===== config.mk =====
export PLATFORM = sky130hd
export DESIGN_NAME = agm_gain_regs
export DESIGN_NICKNAME = d
export VERILOG_FILES = /design/src/logic/agm_pkg.sv /design/src/logic/agm_ahb_front.sv /design/src/logic/agm_code_to_stage.sv /design/src/logic/agm_gain_regs.sv
export VERILOG_INCLUDE_DIRS = /design/src /design/src/logic
export SDC_FILE = /design/constraint.sdc
export NUM_CORES = 1
export LEC_CHECK = 0
export ABC_CLOCK_PERIOD_IN_PS = 4150
export BUFFER_PORTS_ARGS = -buffer_cell sky130_fd_sc_hd__buf_4
export CAP_MARGIN = 10
export CORE_MARGIN = 2
export CORE_UTILIZATION = 50
export DETAILED_ROUTE_END_ITERATION = 12
export PLACE_DENSITY = 0.71
export SLEW_MARGIN = 0
export SYNTH_ARGS = -nofsm -noshare
export SYNTH_HDL_FRONTEND = slang
export SYNTH_SLANG_ARGS = --single-unit

===== constraint.sdc =====
create_clock -name hclk -period 4.15 [get_ports hclk]
set_input_delay 0.415 -clock hclk [delete_from_list [all_inputs] [get_ports hclk]]
set_output_delay 0.415 -clock hclk [all_outputs]
set_load 0.1 [all_outputs]

===== src/logic/agm_params.svh =====
// offsets, reset values and field positions of the analog gain code mapper
`ifndef AGM_PARAMS_SVH
`define AGM_PARAMS_SVH

// byte offsets of the register map (one aligned word each)
`define AGM_OFF_CAPABILITY     8'h00
`define AGM_OFF_GAIN_MODE      8'h04
`define AGM_OFF_CODE_GLOBAL    8'h08
`define AGM_OFF_CODE_GR        8'h0C
`define AGM_OFF_CODE_RED       8'h10
`define AGM_OFF_CODE_BLUE      8'h14
`define AGM_OFF_CODE_GB        8'h18
`define AGM_OFF_STAGE_ALL      8'h1C
`define AGM_OFF_STAGE_GR       8'h20
`define AGM_OFF_STAGE_RED      8'h24
`define AGM_OFF_STAGE_BLUE     8'h28
`define AGM_OFF_STAGE_GB       8'h2C

// values and reset values
`define AGM_CAPABILITY_VALUE   16'h0001
`define AGM_GAIN_MODE_RESET    16'h0000
`define AGM_CODE_RESET         16'h0008
`define AGM_STAGE_RESET        16'h0088
`define AGM_STAGE_MAX          16'h00FF

// uniform-step codes and stage fields
`define AGM_CODE_DIVISOR       8
`define AGM_STAGE_DIVISOR      16
`define AGM_CODE_DIRECT_MAX    16'h007F
`define AGM_STAGE_DOUBLE_BIT   7
`define AGM_STAGE_FINE_MSB     6
`define AGM_HSIZE_WORD         3'h2

`endif


===== src/logic/agm_pkg.sv =====
// types shared by the analog gain code mapper
`default_nettype none
package agm_pkg;

	// ahb slave data-phase tracking
	typedef enum logic [1:0] {
		AGM_PH_IDLE  = 2'b00,
		AGM_PH_WDATA = 2'b01,
		AGM_PH_RWAIT = 2'b10,
		AGM_PH_RDATA = 2'b11
	} agm_phase_t;

	// colour channel index
	typedef enum logic [1:0] {
		AGM_COL_GR   = 2'b00,
		AGM_COL_RED  = 2'b01,
		AGM_COL_BLUE = 2'b10,
		AGM_COL_GB   = 2'b11
	} agm_colour_t;

endpackage : agm_pkg
`default_nettype wire


===== src/logic/agm_ahb_front.sv =====
// ahb-lite slave front end: address capture, write strobe, read wait state
`timescale 1ns/1ps
`default_nettype none
`include "agm_params.svh"

module agm_ahb_front (
	input  wire logic        hclk,
	input  wire logic        hresetn,
	input  wire logic        hsel,
	input  wire logic [31:0] haddr,
	input  wire logic [1:0]  htrans,
	input  wire logic        hwrite,
	input  wire logic [2:0]  hsize,
	input  wire logic [31:0] hwdata,
	input  wire logic        hready,
	output logic             hreadyout,
	output logic             hresp,
	output logic      [31:0] hrdata,
	output logic             wr_en,
	output logic      [7:0]  acc_addr,
	output logic             acc_mapped,
	output logic      [15:0] wr_data,
	input  wire logic [15:0] rd_data
);

	agm_pkg::agm_phase_t phase_reg;
	logic [31:0]         addr_reg;
	logic                word_reg;
	logic                start;

	assign start = hsel && hready && htrans[1];

	// data-phase tracking; reads take one wait state so that a write just before is seen
	always_ff @(posedge hclk or negedge hresetn) begin
		if (!hresetn) begin
			phase_reg <= agm_pkg::AGM_PH_IDLE;
		end else if (start) begin
			phase_reg <= hwrite ? agm_pkg::AGM_PH_WDATA : agm_pkg::AGM_PH_RWAIT;
		end else if (phase_reg == agm_pkg::AGM_PH_RWAIT) begin
			phase_reg <= agm_pkg::AGM_PH_RDATA;
		end else if (hready) begin
			phase_reg <= agm_pkg::AGM_PH_IDLE;
		end
	end

	// address phase capture
	always_ff @(posedge hclk or negedge hresetn) begin
		if (!hresetn) begin
			addr_reg <= 32'h0000_0000;
			word_reg <= 1'b0;
		end else if (start) begin
			addr_reg <= haddr;
			word_reg <= (hsize == `AGM_HSIZE_WORD);
		end
	end

	// read data taken at the end of the wait state
	always_ff @(posedge hclk or negedge hresetn) begin
		if (!hresetn) begin
			hrdata <= 32'h0000_0000;
		end else if (phase_reg == agm_pkg::AGM_PH_RWAIT) begin
			hrdata <= {16'h0000, rd_data};
		end
	end

	// unmapped addresses: reads return zero, writes are dropped, answer stays okay
	assign acc_addr   = addr_reg[7:0];
	assign acc_mapped = (addr_reg[31:8] == 24'h00_0000) && (addr_reg[1:0] == 2'b00);
	assign wr_en      = (phase_reg == agm_pkg::AGM_PH_WDATA) && word_reg;
	assign wr_data    = hwdata[15:0];
	assign hreadyout  = (phase_reg != agm_pkg::AGM_PH_RWAIT);
	assign hresp      = 1'b0;

endmodule : agm_ahb_front
`default_nettype wire


===== src/logic/agm_code_to_stage.sv =====
// translation of a uniform-step gain code into a stage-control word
`timescale 1ns/1ps
`default_nettype none
`include "agm_params.svh"

module agm_code_to_stage (
	input  wire logic [15:0] code,
	output logic      [15:0] stage
);

	// code/8 equals 2*fine/16 with fine = code, so the doubling stage is always usable
	// for codes up to 127; that mapping is the lower-noise one. larger codes saturate.
	always_comb begin
		if (code <= `AGM_CODE_DIRECT_MAX) begin
			stage = {8'h00, 1'b1, code[`AGM_STAGE_FINE_MSB:0]};
		end else begin
			stage = `AGM_STAGE_MAX;
		end
	end

endmodule : agm_code_to_stage
`default_nettype wire


===== src/logic/agm_gain_regs.sv =====
// analog gain register bank: uniform-step codes, stage-control words, stage outputs
//
// Contract
// - capability register is read-only and always reads one.
// - a global gain write stores the value into all four colour registers.
// - a global gain read returns the green-on-red-row colour register.
// - gain mode register is read/write and has no effect on gain.
// - uniform-step gain equals the code divided by eight; the bank saturates codes above 127 to AGM_STAGE_MAX.
// - stage gain is (bit7 plus one) times bits 6..0 over sixteen.
// - a written code is converted and readable from the matching stage register.
// - when several stage words fit a code, the doubling one is chosen.
// - after a direct stage write, the code readback is undefined.
`timescale 1ns/1ps
`default_nettype none
`include "agm_params.svh"

module agm_gain_regs (
	input  wire logic        hclk,
	input  wire logic        hresetn,
	input  wire logic        hsel,
	input  wire logic [31:0] haddr,
	input  wire logic [1:0]  htrans,
	input  wire logic        hwrite,
	input  wire logic [2:0]  hsize,
	input  wire logic [31:0] hwdata,
	input  wire logic        hready,
	output logic             hreadyout,
	output logic             hresp,
	output logic      [31:0] hrdata,
	output logic             stage_double_green_red_row,
	output logic      [6:0]  stage_fine_green_red_row,
	output logic             stage_double_red,
	output logic      [6:0]  stage_fine_red,
	output logic             stage_double_blue,
	output logic      [6:0]  stage_fine_blue,
	output logic             stage_double_green_blue_row,
	output logic      [6:0]  stage_fine_green_blue_row
);

	localparam int NUM_COLOURS = 4;

	// ==========================================================
	// bus front end
	// ==========================================================

	logic        wr_en;
	logic [7:0]  acc_addr;
	logic        acc_mapped;
	logic [15:0] wr_data;
	logic [15:0] rd_data;
	logic [15:0] conv_stage;

	// zero wait writes, one wait state reads
	agm_ahb_front u_front (
		.hclk       (hclk),
		.hresetn    (hresetn),
		.hsel       (hsel),
		.haddr      (haddr),
		.htrans     (htrans),
		.hwrite     (hwrite),
		.hsize      (hsize),
		.hwdata     (hwdata),
		.hready     (hready),
		.hreadyout  (hreadyout),
		.hresp      (hresp),
		.hrdata     (hrdata),
		.wr_en      (wr_en),
		.acc_addr   (acc_addr),
		.acc_mapped (acc_mapped),
		.wr_data    (wr_data),
		.rd_data    (rd_data)
	);

	// one converter serves every code write; only one write lands per cycle
	agm_code_to_stage u_conv (
		.code  (wr_data),
		.stage (conv_stage)
	);

	// ==========================================================
	// write decode
	// ==========================================================

	logic                   wr_gain_mode;
	logic                   wr_code_global;
	logic                   wr_stage_all;
	logic [NUM_COLOURS-1:0] wr_code_col;
	logic [NUM_COLOURS-1:0] wr_stage_col;

	// single-register strobes from the captured address
	always_comb begin
		wr_gain_mode   = wr_en && acc_mapped && (acc_addr == `AGM_OFF_GAIN_MODE);
		wr_code_global = wr_en && acc_mapped && (acc_addr == `AGM_OFF_CODE_GLOBAL);
		wr_stage_all   = wr_en && acc_mapped && (acc_addr == `AGM_OFF_STAGE_ALL);
		wr_code_col[agm_pkg::AGM_COL_GR]    = wr_en && acc_mapped && (acc_addr == `AGM_OFF_CODE_GR);
		wr_code_col[agm_pkg::AGM_COL_RED]   = wr_en && acc_mapped && (acc_addr == `AGM_OFF_CODE_RED);
		wr_code_col[agm_pkg::AGM_COL_BLUE]  = wr_en && acc_mapped && (acc_addr == `AGM_OFF_CODE_BLUE);
		wr_code_col[agm_pkg::AGM_COL_GB]    = wr_en && acc_mapped && (acc_addr == `AGM_OFF_CODE_GB);
		wr_stage_col[agm_pkg::AGM_COL_GR]   = wr_en && acc_mapped && (acc_addr == `AGM_OFF_STAGE_GR);
		wr_stage_col[agm_pkg::AGM_COL_RED]  = wr_en && acc_mapped && (acc_addr == `AGM_OFF_STAGE_RED);
		wr_stage_col[agm_pkg::AGM_COL_BLUE] = wr_en && acc_mapped && (acc_addr == `AGM_OFF_STAGE_BLUE);
		wr_stage_col[agm_pkg::AGM_COL_GB]   = wr_en && acc_mapped && (acc_addr == `AGM_OFF_STAGE_GB);
	end

	// ==========================================================
	// registers
	// ==========================================================

	logic [15:0] gain_mode_reg;
	logic [15:0] code_reg  [NUM_COLOURS];
	logic [15:0] stage_reg [NUM_COLOURS];

	// gain mode is plain storage; nothing in the gain path looks at it
	always_ff @(posedge hclk or negedge hresetn) begin
		if (!hresetn) begin
			gain_mode_reg <= `AGM_GAIN_MODE_RESET;
		end else if (wr_gain_mode) begin
			gain_mode_reg <= wr_data;
		end
	end

	// per colour storage; global writes alias onto every colour
	genvar c;
	generate
		for (c = 0; c < NUM_COLOURS; c++) begin : g_col
			// uniform-step code, kept as written; gain = code/8 after translation for codes up to 127
			always_ff @(posedge hclk or negedge hresetn) begin
				if (!hresetn) begin
					code_reg[c] <= `AGM_CODE_RESET;
				end else if (wr_code_global || wr_code_col[c]) begin
					code_reg[c] <= wr_data;
				end
			end

			// stage word: direct writes store as is, code writes store the translation.
			// a direct write leaves the code register stale, which software must not trust.
			always_ff @(posedge hclk or negedge hresetn) begin
				if (!hresetn) begin
					stage_reg[c] <= `AGM_STAGE_RESET;
				end else if (wr_stage_all || wr_stage_col[c]) begin
					stage_reg[c] <= wr_data;
				end else if (wr_code_global || wr_code_col[c]) begin
					stage_reg[c] <= conv_stage;
				end
			end
		end
	endgenerate

	// ==========================================================
	// read mux
	// ==========================================================

	// global registers read back through the green-on-red-row colour
	always_comb begin
		rd_data = 16'h0000;
		if (acc_mapped) begin
			unique case (acc_addr)
				`AGM_OFF_CAPABILITY:  rd_data = `AGM_CAPABILITY_VALUE;
				`AGM_OFF_GAIN_MODE:   rd_data = gain_mode_reg;
				`AGM_OFF_CODE_GLOBAL: rd_data = code_reg[agm_pkg::AGM_COL_GR];
				`AGM_OFF_CODE_GR:     rd_data = code_reg[agm_pkg::AGM_COL_GR];
				`AGM_OFF_CODE_RED:    rd_data = code_reg[agm_pkg::AGM_COL_RED];
				`AGM_OFF_CODE_BLUE:   rd_data = code_reg[agm_pkg::AGM_COL_BLUE];
				`AGM_OFF_CODE_GB:     rd_data = code_reg[agm_pkg::AGM_COL_GB];
				`AGM_OFF_STAGE_ALL:   rd_data = stage_reg[agm_pkg::AGM_COL_GR];
				`AGM_OFF_STAGE_GR:    rd_data = stage_reg[agm_pkg::AGM_COL_GR];
				`AGM_OFF_STAGE_RED:   rd_data = stage_reg[agm_pkg::AGM_COL_RED];
				`AGM_OFF_STAGE_BLUE:  rd_data = stage_reg[agm_pkg::AGM_COL_BLUE];
				`AGM_OFF_STAGE_GB:    rd_data = stage_reg[agm_pkg::AGM_COL_GB];
				default:              rd_data = 16'h0000; // unmapped reads as zero
			endcase
		end
	end

	// ==========================================================
	// analog stage outputs
	// ==========================================================

	// straight from the stage flops; bits above 7 do not reach the analog chain
	assign stage_double_green_red_row  = stage_reg[agm_pkg::AGM_COL_GR][`AGM_STAGE_DOUBLE_BIT];
	assign stage_fine_green_red_row    = stage_reg[agm_pkg::AGM_COL_GR][`AGM_STAGE_FINE_MSB:0];
	assign stage_double_red            = stage_reg[agm_pkg::AGM_COL_RED][`AGM_STAGE_DOUBLE_BIT];
	assign stage_fine_red              = stage_reg[agm_pkg::AGM_COL_RED][`AGM_STAGE_FINE_MSB:0];
	assign stage_double_blue           = stage_reg[agm_pkg::AGM_COL_BLUE][`AGM_STAGE_DOUBLE_BIT];
	assign stage_fine_blue             = stage_reg[agm_pkg::AGM_COL_BLUE][`AGM_STAGE_FINE_MSB:0];
	assign stage_double_green_blue_row = stage_reg[agm_pkg::AGM_COL_GB][`AGM_STAGE_DOUBLE_BIT];
	assign stage_fine_green_blue_row   = stage_reg[agm_pkg::AGM_COL_GB][`AGM_STAGE_FINE_MSB:0];

endmodule : agm_gain_regs
`default_nettype wire


# After elaboration in Yosys (flattened, before gate mapping)

Index checks and enable logic that the tools add are counted.

Order comparisons: 1
Eq/ne operators: 15
Muxes and demuxes: 15
Reduce and logical (&&, ||, !) cells: 34

Operator list:

| kind                  | count |
|---|---|
| $pmux W16 S10         | 1 |
| $mux W16              | 9 |
| $eq A8 B5 Y1 const B  | 4 |
| $eq A8 B6 Y1 const B  | 4 |
| $logic_not A24 Y1     | 1 |
| $eq A8 B4 Y1 const B  | 2 |
| $le A16 B7 Y1 const B | 1 |
| $logic_and A1 B1 Y1   | 16 |
| $eq A8 B3 Y1 const B  | 1 |
| $logic_not A8 Y1      | 1 |
| $logic_or A1 B1 Y1    | 8 |
| $mux W2               | 4 |
| $reduce_bool A2 Y1    | 4 |
| $mux W7               | 1 |
| $reduce_or A2 Y1      | 2 |
| $eq A3 B2 Y1 const B  | 1 |
| $reduce_bool A3 Y1    | 1 |
| $eq A2 B1 Y1 const B  | 1 |
| $eq A2 B2 Y1 const B  | 1 |
| $logic_not A2 Y1      | 1 |
| $ne A2 B2 Y1 const B  | 1 |

Register bits: 195
Input port bits: 74
Output and inout bits: 66
Word-level logic and storage cells: 78

# Longest topological paths before layout

Word-level depth: 7
Depth in mapped cells: 9

# Cells and area by module

A second synthesis with hierarchy kept.

Cells, all modules: 955
Area, all modules: 10243.6 um^2

By module, submodules not included:

| module            | instances | cells each | area each (um^2) |
|---|---|---|---|
| agm_gain_regs     | 1         | 762        | 7649.8 |
| agm_ahb_front     | 1         | 172        | 2422.3 |
| agm_code_to_stage | 1         | 21         | 171.4 |

# Worst setup path after synthesis

Ideal clock, no wire load.

Path kind: flip-flop to flip-flop
Start point: register u_front.addr_reg[5]
End point: register code_reg[40] (netlist name)
Data arrival time: 2.249 ns
Required time: 4.022 ns
Setup slack: 1.774 ns
Cell stages (with the launch flop): 8
Path buffers: 3
Period minus slack after synthesis: 2.376 ns
Path through: dfrtp_1 clkbuf_1 or3_1 buf_2 or4_4 nor3_4 buf_6 mux2_1

Longest elaborated chain between the ends: 3
Elaborated cells on any way between the ends: 5
Those cells by class: eq/ne (2); reduce/logical (3)

RTL lines:

| item                                                | RTL line                                 | source |
|---|---|---|
| start: declaration                                  | agm_ahb_front.sv:27                      | `logic [31:0] addr_reg;` |
| start signal: assignment                            | agm_ahb_front.sv:52                      | `addr_reg <= haddr;` |
| $eq A8 B4 Y1 / $eq A8 B5 Y1 (equally long branches) | -                                        |  |
| $logic_and A1 B1 Y1, on equally long branches       | agm_gain_regs.sv:93, agm_gain_regs.sv:96 |  |
| $logic_or A1 B1 Y1 *                                | agm_gain_regs.sv:130                     | `end else if (wr_code_global \|\| wr_code_col[c]) begin` |
| end signal: indexed assignment                      | agm_gain_regs.sv:129                     | `` code_reg[c] <= `AGM_CODE_RESET; `` |
| end signal: indexed assignment                      | agm_gain_regs.sv:131                     | `code_reg[c] <= wr_data;` |
| end: declaration                                    | agm_gain_regs.sv:110                     | `logic [15:0] code_reg [NUM_COLOURS];` |

Mark *: on every way between the ends. The rest lies on a longest branch, timed or not.
A chain may end at the register's enable or synchronous reset.

# Worst setup path after layout

Start point: register u_front.addr_reg[4]
End point: register code_reg[59] (netlist name)

Longest elaborated chain between the ends: 3
Elaborated cells on any way between the ends: 5
Those cells by class: eq/ne (2); reduce/logical (3)

RTL lines:

| item                                          | RTL line |
|---|---|
| $eq A8 B4 Y1                                  | - |
| $logic_and A1 B1 Y1, on equally long branches | agm_gain_regs.sv:93, agm_gain_regs.sv:95 |
| $logic_or A1 B1 Y1 *                          | agm_gain_regs.sv:130 |

Marks and branches as above.

==> impl_metrics.py <==
metrics = {
    "power_and_ir_drop": {
        "switching_share": 0.281,
        "switching_power_w": 0.00122,
        "power_density_nw_per_um2": 407,
        "internal-power_w": 0.00312,
        "ir_drop_mv": 0.292,
        "sequentialPowerShare": 0.475,
        "leakage_nw": 4.85,
        "pwr-share-comb": 0.125,
        "clockPowerShare": 0.400,
    },
    "drt": {
        "vias_per_cell": 6.46,
        "drc": 0,
        "drtIter0Drc": 582,
        "dr.pass1.iters": 5,
        "detail-route-antenna-nets": 0,
        "wire_per_inst_um": 23.7,
        "wirelength_um": 25000,
        "num_vias": 6812,
    },
    "synthesis": {
        "async_flop_share": 1.00,
        "netlist-cell-type-count": 72,
        "synth_edf_count": 0,
        "synth_warnings": 0,
        "synth.ff_latch_count": 195,
        "seq_area_frac_synth": 0.527,
        "syn_area_um2": 9290,
        "synth_cells": 757,
        "synth_largest_type_area_fraction": 0.493,
        "synth_top_area_cell": "dfrtp_1",
        "synth_area_leaders": "dfrtp_1 49%, mux2_2 13%, buf_4 3.9%",
        "dominantRegCellSynth": "dfrtp_1",
        "syn_area_per_cell_um2": 12.3,
    },
    "global_routing": {
        "grt_pass1_vias": 6899,
        "grtUsageMet3": 0.0574,
        "grt_max_degree": 116,
        "antenna_found_initial": 0,
        "grtUsageMet2": 0.420,
        "grt.overflow.total": 0,
        "grtUsageTotal": 0.261,
        "use_met1": 0.351,
        "grt_first_pass_wirelength_um": 39200,
        "gr-max-usage-layer": "met2",
    },
    "setup_path": {
        "critPathCaptureType": "register",
        "crit_family": "simple AND/OR/NAND/NOR gates",
        "cp_slowest_stage_delay_ns": 0.70,
        "cp.arrival_ns": 3.32,
        "crit_slowest_cell": "dfrtp_1",
        "crit_type": "register to register",
        "ff2ff_setup_slack_ns": 1.15,
        "worst-path-buf-inv": 1,
        "cp-start-kind": "register",
        "cp_max_fo": 23,
        "cp_cell_sequence": "nor3_1 -> nand2b_1 -> nor4_4 -> buf_4 -> mux2_2",
        "critPathRequiredTime_ns": 4.47,
    },
    "die": {
        "ioPinCount": 140,
        "fp.dieW_um": 140,
        "fp.dieH_um": 140,
        "die_area_um2": 19700,
        "row_count": 49,
        "core_um2": 18100,
        "initial_core_util": 0.514,
    },
    "clocking": {
        "clk_pin_slew_ns": 0.07,
        "cts_sinks": 195,
        "cts_tree": "yes",
        "htree_levels": 4,
        "cts_hold_buf": 0,
        "post-cts-setup-buffers": 0,
        "post_cts_resized": 0,
        "cts_buffers": 17,
        "clock_latency_ns": 0.44,
        "clockBufferDepth": 2,
        "cts-root-buf": "clkbuf_16",
    },
    "placed_design": {
        "place_ws_ns": 1.22,
        "gp_congestion": 0.901,
        "detailed_place_hpwl_um": 16500,
        "port_buffers": 105,
    },
    "finish": {
        "fin_nets": 887,
        "drive_gt1_frac": 0.378,
        "synthToLayoutAreaGrowth_pct": 14.6,
        "diodes": 0,
        "final_cell_mix": "183 x dfrtp_1, 127 x buf_4, 110 x mux2_2",
        "final_common_cell": "dfrtp_1",
        "largest_reg_flops": 64,
    },
    "status": {
        "status": "finished clean",
    },
    "timing": {
        "fin_crit_sh": 0.723,
        "relSlewSlack": 0.219,
        "fin_crit_ns": 3.00,
        "tns_ns": 0,
        "fmax_mhz": 333,
        "worst_pin_slew_ns": 1.17,
        "setup-violations-final": 0,
        "slew_violations": 0,
        "rsz0062_at_grt": "false",
        "finalHoldViolCount": 0,
        "fin_ws_ns": 1.15,
        "skew_ns": 0.0113,
    },
    "hold_path": {
        "hold_path_class": "primary input to async pin",
    },
    "run": {
        "maxCapViolations": 0,
    },
}
[layer usage]
layer	vias up	share of wire
met5	-	0
met4	0	0.025
met3	52	0.082
met2	343	0.49
met1	3504	0.41
li1	2913	-
[worst paths after layout]
path | from | endpoint | depth (start not counted)
setup / recovery | u_front.addr_reg[4] | code_reg[59] | 5
hold / removal | hresetn | gain_mode_reg[10] | 1
setup reg to reg | u_front.addr_reg[4] | code_reg[59] | 5
min in group hclk | hwrite | u_front.phase_reg[1] | 2
hold reg to reg | code_reg[34] | code_reg[34] | 1
max in group asynchronous | hresetn | u_front.addr_reg[8] | 2
[power groups by stage]
stage	combinational (W)	sequential (W)	clock, W
2_1_floorplan	0.000393	0.00204	0
4_1_cts	0.000538	0.00206	0.00175
6_report	0.000543	0.00206	0.00174
3_3_place_gp	0.000522	0.00209	0
3_5_place_dp	0.000537	0.00209	0
5_1_grt	0.000578	0.00207	0.00182
[synth_stat cells, types with 3 or more instances]
cell type and instances:
nor2_2 4, and3_1 3, o22a_1 7, mux2_2 110
inv_1 6, nor3_1 15, a221o_1 12, buf_1 10
a22oi_1 32, nor4_2 4, dfrtp_1 183, nor4_1 5
nand3_1 8, a2bb2oi_1 10, o32a_1 14, mux2_1 10
o21ai_0 20, a221oi_1 4, a22o_1 35, dfstp_2 12
clkbuf_1 31, a21oi_1 13, buf_2 17, a2111oi_0 3
nor2_1 17, nand2b_1 4, a31oi_1 9, a222oi_1 4
o22ai_1 11, nand3b_1 3, nand2_1 23, buf_4 48
a32oi_1 6, nor2b_1 10, nor4b_1 3, a21oi_2 3
[logic make-up after synthesis]
group | after synthesis | share of synthesized area
compound gates | 194 | 0.164
simple gates | 128 | 0.0893
xor+xnor | 3 | 0.00283
buf+inv | 114 | 0.0694
other cells | 1 | 0.000404
mux | 122 | 0.148
flops | 195 | 0.527
[worst reg2reg max path, stage by stage, from the launching register on]
cell,delay (ns)
dfrtp_1,0.70
nor3_1,0.68
nand2b_1,0.44
nor4_4,0.35
buf_4,0.35
mux2_2,0.38
[stage by stage]
step	area (um2)	util	instances	total power (W)	hold WS, ns
final	10600	0.589	1055	0.00434	0.0747
after global placement	10000	0.555	1023	0.00261	0.464
after global routing	10600	0.589	1055	0.00447	0.153
after CTS	10600	0.589	1055	0.00435	0.138
after floorplan	9350	-	773	0.00243	0.119
after detailed placement	10000	0.555	1023	0.00263	0.473
[cell type report]
cell class,count,area [um2]
inverter,6,22.5
clock buffer,17,425
timing repair buffer,129,987
fill,1424,7440
sequential,195,4890
multi-input combinational,464,3840
tap,229,287
clock inverter,15,191
Power figures use the tool's default switching activity.
